==> config.mk <==
export PLATFORM = sky130hd
export DESIGN_NAME = rtpsd_top
export DESIGN_NICKNAME = d
export VERILOG_FILES = /design/src/rtpsd_pkg.sv /design/src/rtpsd_dec_if.sv /design/src/rtpsd_flag_dec.sv /design/src/rtpsd_top.sv
export SDC_FILE = /design/constraint.sdc
export NUM_CORES = 1
export LEC_CHECK = 0
export BUFFER_PORTS_ARGS = -buffer_cell sky130_fd_sc_hd__buf_4
export CAP_MARGIN = 20
export CORE_MARGIN = 2
export CORE_UTILIZATION = 60
export CTS_CLUSTER_SIZE = 10
export DETAILED_ROUTE_END_ITERATION = 12
export GPL_TIMING_DRIVEN = 0
export PLACE_DENSITY = 0.84
export SLEW_MARGIN = 25
export SYNTH_ARGS = -nofsm -noshare
export SYNTH_HDL_FRONTEND = slang
export SYNTH_SLANG_ARGS = --single-unit
==> constraint.sdc <==
create_clock -name mclk -period 6.85 [get_ports mclk]
set_clock_uncertainty 0.2 [all_clocks]
set_input_delay 1.37 -clock mclk [delete_from_list [all_inputs] [get_ports mclk]]
set_output_delay 1.37 -clock mclk [all_outputs]
set_load 0.05 [all_outputs]
==> src/rtpsd_pkg.sv <==
// Package for the submessage flag decoder.
// Assumes nothing beyond a SystemVerilog compiler.
package rtpsd_pkg;
  // Submessage identifiers
  localparam logic [7:0] ID_HEARTBEAT = 8'h07;
  localparam logic [7:0] ID_GAP = 8'h08;
  localparam logic [7:0] ID_HB_FRAG = 8'h13;
  localparam logic [7:0] ID_DATA = 8'h15;
  localparam logic [7:0] ID_DATA_FRAG = 8'h16;
  // Flag positions
  localparam int unsigned F_ENDIAN = 0;
  localparam int unsigned F_QOS = 1;
  localparam int unsigned F_FINAL = 1;
  localparam int unsigned F_DATA = 2;
  localparam int unsigned F_LIVE = 2;
  localparam int unsigned F_FRAG_KEY = 2;
  localparam int unsigned F_KEY = 3;
  localparam int unsigned F_FRAG_NSTD = 3;
  localparam int unsigned F_NSTD = 4;
  // Register offsets
  localparam logic [7:0] OFS_CTRL = 8'h00;
  localparam logic [7:0] OFS_STATUS = 8'h04;
  localparam logic [7:0] OFS_INVALID = 8'h08;
  localparam logic [7:0] OFS_DECODED = 8'h0C;
  // Control fields and reset value
  localparam int unsigned CTRL_EN = 0;
  localparam int unsigned CTRL_CLR = 1;
  localparam logic [31:0] CTRL_RESET = 32'h0000_0001;
  localparam int unsigned CNT_W = 16;

  typedef enum logic [2:0] {
    RTPSD_K_OTHER, RTPSD_K_DATA, RTPSD_K_FRAG, RTPSD_K_GAP, RTPSD_K_HB, RTPSD_K_HBFRAG
  } rtpsd_kind_e;

  typedef enum logic [1:0] {
    RTPSD_PL_NONE, RTPSD_PL_DATA, RTPSD_PL_KEY, RTPSD_PL_BAD
  } rtpsd_pl_e;
endpackage

==> src/rtpsd_dec_if.sv <==
// Interface between the stream parser and the flag decoder.
// Assumes one parser and one decoder per instance.
`timescale 1ns/10ps
`default_nettype none
interface rtpsd_dec_if;
  logic [7:0] sub_id;
  logic [7:0] flags;
  rtpsd_pkg::rtpsd_kind_e kind;
  rtpsd_pkg::rtpsd_pl_e pl;
  logic little_end;
  logic inline_qos;
  logic nonstd;
  logic final_f;
  logic live;
  logic invalid;
  logic has_skip;
  modport dec (input sub_id, flags, output kind, pl, little_end, inline_qos, nonstd,
    final_f, live, invalid, has_skip);
  modport user (output sub_id, flags, input kind, pl, little_end, inline_qos, nonstd,
    final_f, live, invalid, has_skip);
endinterface
`default_nettype wire

==> src/rtpsd_flag_dec.sv <==
// Combinational flag layout decoder, selected by submessage identifier.
// Assumes the parser registers whatever it keeps.
`timescale 1ns/10ps
`default_nettype none
module rtpsd_flag_dec (
  // Parser side
  rtpsd_dec_if.dec d
);
  always_comb begin
    d.kind = rtpsd_pkg::RTPSD_K_OTHER;
    d.pl = rtpsd_pkg::RTPSD_PL_NONE;
    d.little_end = d.flags[rtpsd_pkg::F_ENDIAN];
    d.inline_qos = 1'b0;
    d.nonstd = 1'b0;
    d.final_f = 1'b0;
    d.live = 1'b0;
    d.invalid = 1'b0;
    d.has_skip = 1'b0;
    // Unused bits are never looked at
    case (d.sub_id)
      rtpsd_pkg::ID_DATA: begin
        d.kind = rtpsd_pkg::RTPSD_K_DATA;
        d.has_skip = 1'b1;
        d.inline_qos = d.flags[rtpsd_pkg::F_QOS];
        d.nonstd = d.flags[rtpsd_pkg::F_NSTD];
        case ({d.flags[rtpsd_pkg::F_KEY], d.flags[rtpsd_pkg::F_DATA]})
          2'b00: d.pl = rtpsd_pkg::RTPSD_PL_NONE;
          2'b01: d.pl = rtpsd_pkg::RTPSD_PL_DATA;
          2'b10: d.pl = rtpsd_pkg::RTPSD_PL_KEY;
          default: begin
            d.pl = rtpsd_pkg::RTPSD_PL_BAD;
            d.invalid = 1'b1;
          end
        endcase
      end
      rtpsd_pkg::ID_DATA_FRAG: begin
        d.kind = rtpsd_pkg::RTPSD_K_FRAG;
        d.has_skip = 1'b1;
        d.inline_qos = d.flags[rtpsd_pkg::F_QOS];
        d.pl = d.flags[rtpsd_pkg::F_FRAG_KEY] ? rtpsd_pkg::RTPSD_PL_KEY
          : rtpsd_pkg::RTPSD_PL_DATA;
        d.nonstd = d.flags[rtpsd_pkg::F_FRAG_NSTD];
      end
      rtpsd_pkg::ID_GAP: d.kind = rtpsd_pkg::RTPSD_K_GAP;
      rtpsd_pkg::ID_HEARTBEAT: begin
        d.kind = rtpsd_pkg::RTPSD_K_HB;
        d.final_f = d.flags[rtpsd_pkg::F_FINAL];
        d.live = d.flags[rtpsd_pkg::F_LIVE];
      end
      rtpsd_pkg::ID_HB_FRAG: d.kind = rtpsd_pkg::RTPSD_K_HBFRAG;
      default: d.kind = rtpsd_pkg::RTPSD_K_OTHER;
    endcase
  end
endmodule
`default_nettype wire

==> src/rtpsd_top.sv <==
// Submessage header parser and flag decoder with a small register port.
// Assumes an octet stream synchronous to mclk, sof on each submessage id.
// How it works
// Data flag 0x02 marks inline QoS present.
// Data flag 0x04 marks serialized data payload.
// Data flag 0x08 marks serialized key payload.
// Data with both flags clear has no payload element.
// Only data flag gives data class, only key flag gives key class.
// Both data and key set is reported invalid.
// Data flag 0x10 is the non-standard payload bit, reported with class.
// Data carries 16 extra flag bits that senders leave at zero.
// Skip count is 16 bits, counted from the octet after it.
// Parser skips that many octets before inline QoS or next element.
// DataFrag flag 0x02 marks inline QoS present.
// DataFrag flag 0x04 clear means data, set means key.
// DataFrag flag 0x08 is the non-standard payload bit.
// Gap uses only the byte order flag.
// Heartbeat flag 0x02 is final; clear asks the reader to reply.
// Heartbeat flag 0x04 requests a manual liveliness refresh.
// HeartbeatFrag uses only the byte order flag.
// Lowest flag bit selects byte order, set means little-endian.
// Unused flag bits are ignored when decoding.
// Identifier 0x15 is Data, 0x16 is DataFrag.
// Identifiers 0x08, 0x07, 0x13 are Gap, Heartbeat, HeartbeatFrag.
// Decoded results come with a one-cycle valid strobe after the flags.
//
// The strobed register port and the address map are this design's own decisions.
`timescale 1ns/10ps
`default_nettype none
module rtpsd_top #(
  parameter int unsigned CNT_WIDTH = rtpsd_pkg::CNT_W
) (
  // Clock and reset
  input wire logic mclk,
  input wire logic nrst,
  // Octet stream
  input wire logic in_valid,
  input wire logic in_sof,
  input wire logic [7:0] in_data,
  // Decoded header
  output logic dec_valid,
  output rtpsd_pkg::rtpsd_kind_e dec_kind,
  output rtpsd_pkg::rtpsd_pl_e dec_pl,
  output logic dec_little_end,
  output logic dec_inline_qos,
  output logic dec_nonstd,
  output logic dec_final,
  output logic dec_live,
  output logic dec_invalid,
  output logic extra_nz,
  output logic qos_start,
  // Register port
  input wire logic [7:0] reg_addr,
  input wire logic [31:0] reg_wdata,
  input wire logic reg_wr,
  input wire logic reg_rd,
  output logic [31:0] reg_rdata
);
  typedef enum logic [3:0] {
    S_IDLE, S_FLAGS, S_LEN0, S_LEN1, S_XF0, S_XF1, S_OQ0, S_OQ1, S_SKIP, S_REST
  } rtpsd_st_e;

  rtpsd_st_e state_reg;
  logic [7:0] id_reg;
  logic [7:0] raw_flags_reg;
  logic [7:0] oq_lo_reg;
  logic [15:0] skip_reg;
  logic le_reg;
  logic skip_kind_reg;
  logic [31:0] ctrl_reg;
  logic [CNT_WIDTH-1:0] invalid_cnt_reg;
  logic [CNT_WIDTH-1:0] dec_cnt_reg;
  logic take;
  logic clr_hit;
  logic [15:0] oq_next;
  rtpsd_dec_if dif ();

  rtpsd_flag_dec u_dec (
    .d(dif.dec)
  );

  assign take = in_valid && ctrl_reg[rtpsd_pkg::CTRL_EN];
  // Software clear of both counters
  assign clr_hit = reg_wr && reg_addr == rtpsd_pkg::OFS_CTRL && reg_wdata[rtpsd_pkg::CTRL_CLR];
  assign dif.sub_id = id_reg;
  assign dif.flags = in_data;

  // Assemble the skip count in the sender's byte order
  function automatic logic [15:0] join16(input logic le, input logic [7:0] first,
      input logic [7:0] second);
    join16 = le ? {second, first} : {first, second};
  endfunction

  assign oq_next = join16(le_reg, oq_lo_reg, in_data);

  function automatic logic [CNT_WIDTH-1:0] bump(input logic [CNT_WIDTH-1:0] v);
    bump = v + {{(CNT_WIDTH-1){1'b0}}, 1'b1};
  endfunction

  // Header walk
  always_ff @(posedge mclk or negedge nrst) begin
    if (!nrst) begin
      state_reg <= S_IDLE;
    end else if (take && in_sof) begin
      state_reg <= S_FLAGS;
    end else if (take) begin
      case (state_reg)
        S_FLAGS: state_reg <= S_LEN0;
        S_LEN0: state_reg <= S_LEN1;
        S_LEN1: state_reg <= skip_kind_reg ? S_XF0 : S_REST;
        S_XF0: state_reg <= S_XF1;
        S_XF1: state_reg <= S_OQ0;
        S_OQ0: state_reg <= S_OQ1;
        S_OQ1: state_reg <= (oq_next == 16'h0000) ? S_REST : S_SKIP;
        S_SKIP: state_reg <= (skip_reg == 16'h0001) ? S_REST : S_SKIP;
        default: state_reg <= state_reg;
      endcase
    end
  end

  // Header fields kept during the walk
  always_ff @(posedge mclk or negedge nrst) begin
    if (!nrst) begin
      id_reg <= 8'h00;
      raw_flags_reg <= 8'h00;
      oq_lo_reg <= 8'h00;
      le_reg <= 1'b0;
      skip_kind_reg <= 1'b0;
    end else if (take) begin
      if (in_sof) begin
        id_reg <= in_data;
      end
      if (state_reg == S_FLAGS && !in_sof) begin
        raw_flags_reg <= in_data;
        le_reg <= dif.little_end;
        skip_kind_reg <= dif.has_skip;
      end
      if (state_reg == S_OQ0 && !in_sof) begin
        oq_lo_reg <= in_data;
      end
    end
  end

  // Skip counter over unknown header elements
  always_ff @(posedge mclk or negedge nrst) begin
    if (!nrst) begin
      skip_reg <= 16'h0000;
    end else if (take && !in_sof && state_reg == S_OQ1) begin
      skip_reg <= oq_next;
    end else if (take && !in_sof && state_reg == S_SKIP) begin
      skip_reg <= skip_reg - 16'h0001;
    end
  end

  // Start of inline QoS or the element after it
  always_ff @(posedge mclk or negedge nrst) begin
    if (!nrst) begin
      qos_start <= 1'b0;
    end else begin
      qos_start <= take && !in_sof && ((state_reg == S_OQ1 && oq_next == 16'h0000)
        || (state_reg == S_SKIP && skip_reg == 16'h0001));
    end
  end

  // Nonzero extra flags from the sender
  always_ff @(posedge mclk or negedge nrst) begin
    if (!nrst) begin
      extra_nz <= 1'b0;
    end else if (take && !in_sof && state_reg == S_XF0) begin
      extra_nz <= (in_data != 8'h00);
    end else if (take && !in_sof && state_reg == S_XF1) begin
      extra_nz <= extra_nz || (in_data != 8'h00);
    end
  end

  // Decoded flag outputs
  always_ff @(posedge mclk or negedge nrst) begin
    if (!nrst) begin
      dec_valid <= 1'b0;
      dec_kind <= rtpsd_pkg::RTPSD_K_OTHER;
      dec_pl <= rtpsd_pkg::RTPSD_PL_NONE;
      dec_little_end <= 1'b0;
      dec_inline_qos <= 1'b0;
      dec_nonstd <= 1'b0;
      dec_final <= 1'b0;
      dec_live <= 1'b0;
      dec_invalid <= 1'b0;
    end else begin
      dec_valid <= take && !in_sof && state_reg == S_FLAGS;
      if (take && !in_sof && state_reg == S_FLAGS) begin
        dec_kind <= dif.kind;
        dec_pl <= dif.pl;
        dec_little_end <= dif.little_end;
        dec_inline_qos <= dif.inline_qos;
        dec_nonstd <= dif.nonstd;
        dec_final <= dif.final_f;
        dec_live <= dif.live;
        dec_invalid <= dif.invalid;
      end
    end
  end

  // Counters, set wins over software clear
  always_ff @(posedge mclk or negedge nrst) begin
    if (!nrst) begin
      invalid_cnt_reg <= '0;
      dec_cnt_reg <= '0;
    end else begin
      if (dec_valid) begin
        dec_cnt_reg <= bump(dec_cnt_reg);
      end else if (clr_hit) begin
        dec_cnt_reg <= '0;
      end
      if (dec_valid && dec_invalid) begin
        invalid_cnt_reg <= bump(invalid_cnt_reg);
      end else if (clr_hit) begin
        invalid_cnt_reg <= '0;
      end
    end
  end

  // Control register
  always_ff @(posedge mclk or negedge nrst) begin
    if (!nrst) begin
      ctrl_reg <= rtpsd_pkg::CTRL_RESET;
    end else if (reg_wr && reg_addr == rtpsd_pkg::OFS_CTRL) begin
      ctrl_reg <= {31'h0000_0000, reg_wdata[rtpsd_pkg::CTRL_EN]};
    end
  end

  // Read data, one cycle after the strobe
  always_ff @(posedge mclk or negedge nrst) begin
    if (!nrst) begin
      reg_rdata <= 32'h0000_0000;
    end else if (reg_rd) begin
      case (reg_addr)
        rtpsd_pkg::OFS_CTRL: reg_rdata <= ctrl_reg;
        rtpsd_pkg::OFS_STATUS: reg_rdata <= {12'h000, state_reg, raw_flags_reg, id_reg};
        rtpsd_pkg::OFS_INVALID: reg_rdata <= 32'(invalid_cnt_reg);
        rtpsd_pkg::OFS_DECODED: reg_rdata <= 32'(dec_cnt_reg);
        default: reg_rdata <= 32'h0000_0000;
      endcase
    end else begin
      reg_rdata <= 32'h0000_0000;
    end
  end
endmodule
`default_nettype wire

==> results by group <==
Routing
  – Via Count: 5,252
  – Detailed Routing Iterations Pass 1: 6
  – Routed WL per cell: 18.2 µm
  – Drt initial violations: 373
  – Via density: 6.28
  – Routed Antenna Nets: 0
  – DRC viols: 0
  – Wirelength, routed: 15,200 µm

Critical path
  – CP max FO: 10
  – Worst Setup Start Kind: input port
  – WP data required: 6940 ps
  – Arr. time, crit path: 3130 ps
  – Setup CP Type: in -> reg
  – CP endpoint kind: flip-flop

Yosys
  – Synth Register Bits: 112
  – Register area share after synthesis: 0.464
  – Post-synth EDFFs: 0
  – Most frequent cell after synthesis: dfrtp_1
  – Post-synth top cells: dfrtp_1 (111), nand2_1 (75), o21ai_0 (47)
  – Ranking of synthesized cells by area: dfrtp_1 (46%), mux2_2 (7.1%), nand2_1 (4.7%)
  – Mapped Area: 0.00604 mm²
  – Ys Warns: 0
  – Cells after synthesis: 621
  – Syn avg cell area: 9.73 µm²
  – Post-synth top area share: 0.460
  – Area leader, netlist: dfrtp_1
  – Asr flop ratio synth: 1.00
  – Prevailing post-synth register cell: dfrtp_1
  – Synth unique cells: 72

CTS
  – Clock Sinks: 112
  – Worst-path clk slew: 120 ps
  – Num CTS Buffers: 9
  – H-tree level count: 3
  – Cts-stage hold buffer count: 0
  – CTS Buffer Depth: 2
  – CTS resizes: 0
  – Post-CTS Setup Inserts: 0
  – TritonCTS clock tree: built
  – Root Buffer: clkbuf_8
  – Worst-Skew Late Latency: 400 ps

Status
  – Outcome: completed

Final layout
  – # nets final: 756
  – Area Overhead vs Synth: 13.7%
  – Biggest register: reg_rdata
  – Antenna fix cells: 0
  – Final instance area: 0.00687 mm²
  – # fillers: 772
  – Layout cell share with drive strength beyond 1: 0.212
  – Fin util: 0.703
  – Largest register FFs: 20

Timing
  – Setup violations, final: 0
  – Worst rel slew slack: 0.416
  – Slew @ Worst Pin: 876 ps
  – Fin crit share: 0.444
  – Fin crit period: 3040 ps
  – Final Max Slew Viols: 0
  – Setup TNS: 0 ps
  – Final Hold Vio Count: 0
  – F_max: 329 MHz
  – RSZ-0062 raised after global routing: no

Place
  – Dpl cell area: 0.00666 mm²
  – RD Place Congestion: 0.956
  – Dpl hpwl: 10,800 µm
  – PortBufs: 55

Die
  – Die area: 0.0109 mm²
  – Site Rows: 36
  – Io pins: 100
  – CORE AREA: 0.00977 mm²
  – Die height: 104 µm
  – Initial core utilization: 0.618
  – Die outline width: 104 µm

GRT
  – Gr usage total: 0.288
  – Initial antenna violation count: 0
  – Vias in the first global route: 4,985
  – GRT Residual Overflow: 0
  – Largest net degree at the start of global routing: 113
  – Global-route wire length before repair: 25,300 µm

Flow run
  – Max Cap Viol: 0

Power and ir drop
  – Final Power: 0.00147 W
  – Static Leak: 3.05 nW
  – VDD IR max: 0.000125 V
  – PD cells: 214 mW/mm²

Hold path
  – Hold Crit Class: reg -> reg
worst paths after layout:
check                      slack, ps               to  depth (start not counted)         from
hold reg to reg                  290      dec_kind[2]                          2  dec_kind[2]
hold / removal                   290      dec_kind[2]                          2  dec_kind[2]
setup / recovery                3810  dec_cnt_reg[13]                          4  reg_addr[3]
min in group asynchronous        850   dec_cnt_reg[2]                          1         nrst
setup reg to reg                4300         dec_live                          8  ctrl_reg[0]
max in group asynchronous       4970      skip_reg[8]                          1         nrst
logic make-up (layout without fill, tap and decap cells):
kind of cell | after synthesis | count (layout) | share of synthesized area
mux | 50 | 50 | 0.0928
simple gates | 231 | 231 | 0.208
xor+xnor | 4 | 4 | 0.00580
compound gates | 156 | 156 | 0.169
fa+ha+maj | 4 | 4 | 0.00829
other cells | 1 | 12 | 0.000621
buf+inv | 63 | 134 | 0.0512
flops | 112 | 112 | 0.464
worst max-delay path, cell delays in order:
cell	delay [ps]
clkbuf_1	240
nor4bb_1	640
a31oi_1	420
a221o_1	460
cells in the final DEF (no fill, tap or decap), drive strengths merged, types with 16 or more instances in the layout:
cell,count
mux2,38
o21ai,48
a22oi,21
nand3,26
inv,16
a21oi,18
buf,76
a31oi,18
nand2,75
nor2,34
clkbuf,39
dfrtp,111
layout make-up:
cell class	count	area [µm²]	share of cell area
timing repair buffer	55	419	0.0610
tap	133	166	0.0242
inverter	12	45.0	0.00656
clock inverter	7	78.8	0.0115
multi-input combinational	457	2970	0.432
sequential	112	2800	0.408
buffer	51	264	0.0384
clock buffer	9	124	0.0180
metrics by stage:
step / setup WS [ps] / hold WS [ps] / cells
floorplan: 3900 / 242 / 632
global placement: 3550 / 256 / 820
detailed placement: 3510 / 266 / 820
CTS: 3870 / 287 / 836
global route: 3680 / 315 / 836
finish: 3810 / 286 / 836
per-layer routing:
metal | wire (µm) | part of all wire | vias up | GRT usage
li1 | - | - | 2430 | -
met1 | 6650 | 0.44 | 2566 | 0.410
met2 | 7080 | 0.47 | 224 | 0.450
met3 | 1080 | 0.071 | 32 | 0.0401
met4 | 369 | 0.024 | 0 | 0.110
met5 | 0 | 0 | - | 0
power breakdown:
part | switching, W | leakage (nW) | internal, W
registers | 0.0000570 | 1.41 | 0.000709
clock network | 0.000263 | 0.104 | 0.000148
logic | 0.000173 | 1.53 | 0.000117
Note: power is estimated with default switching activity, not from simulation.
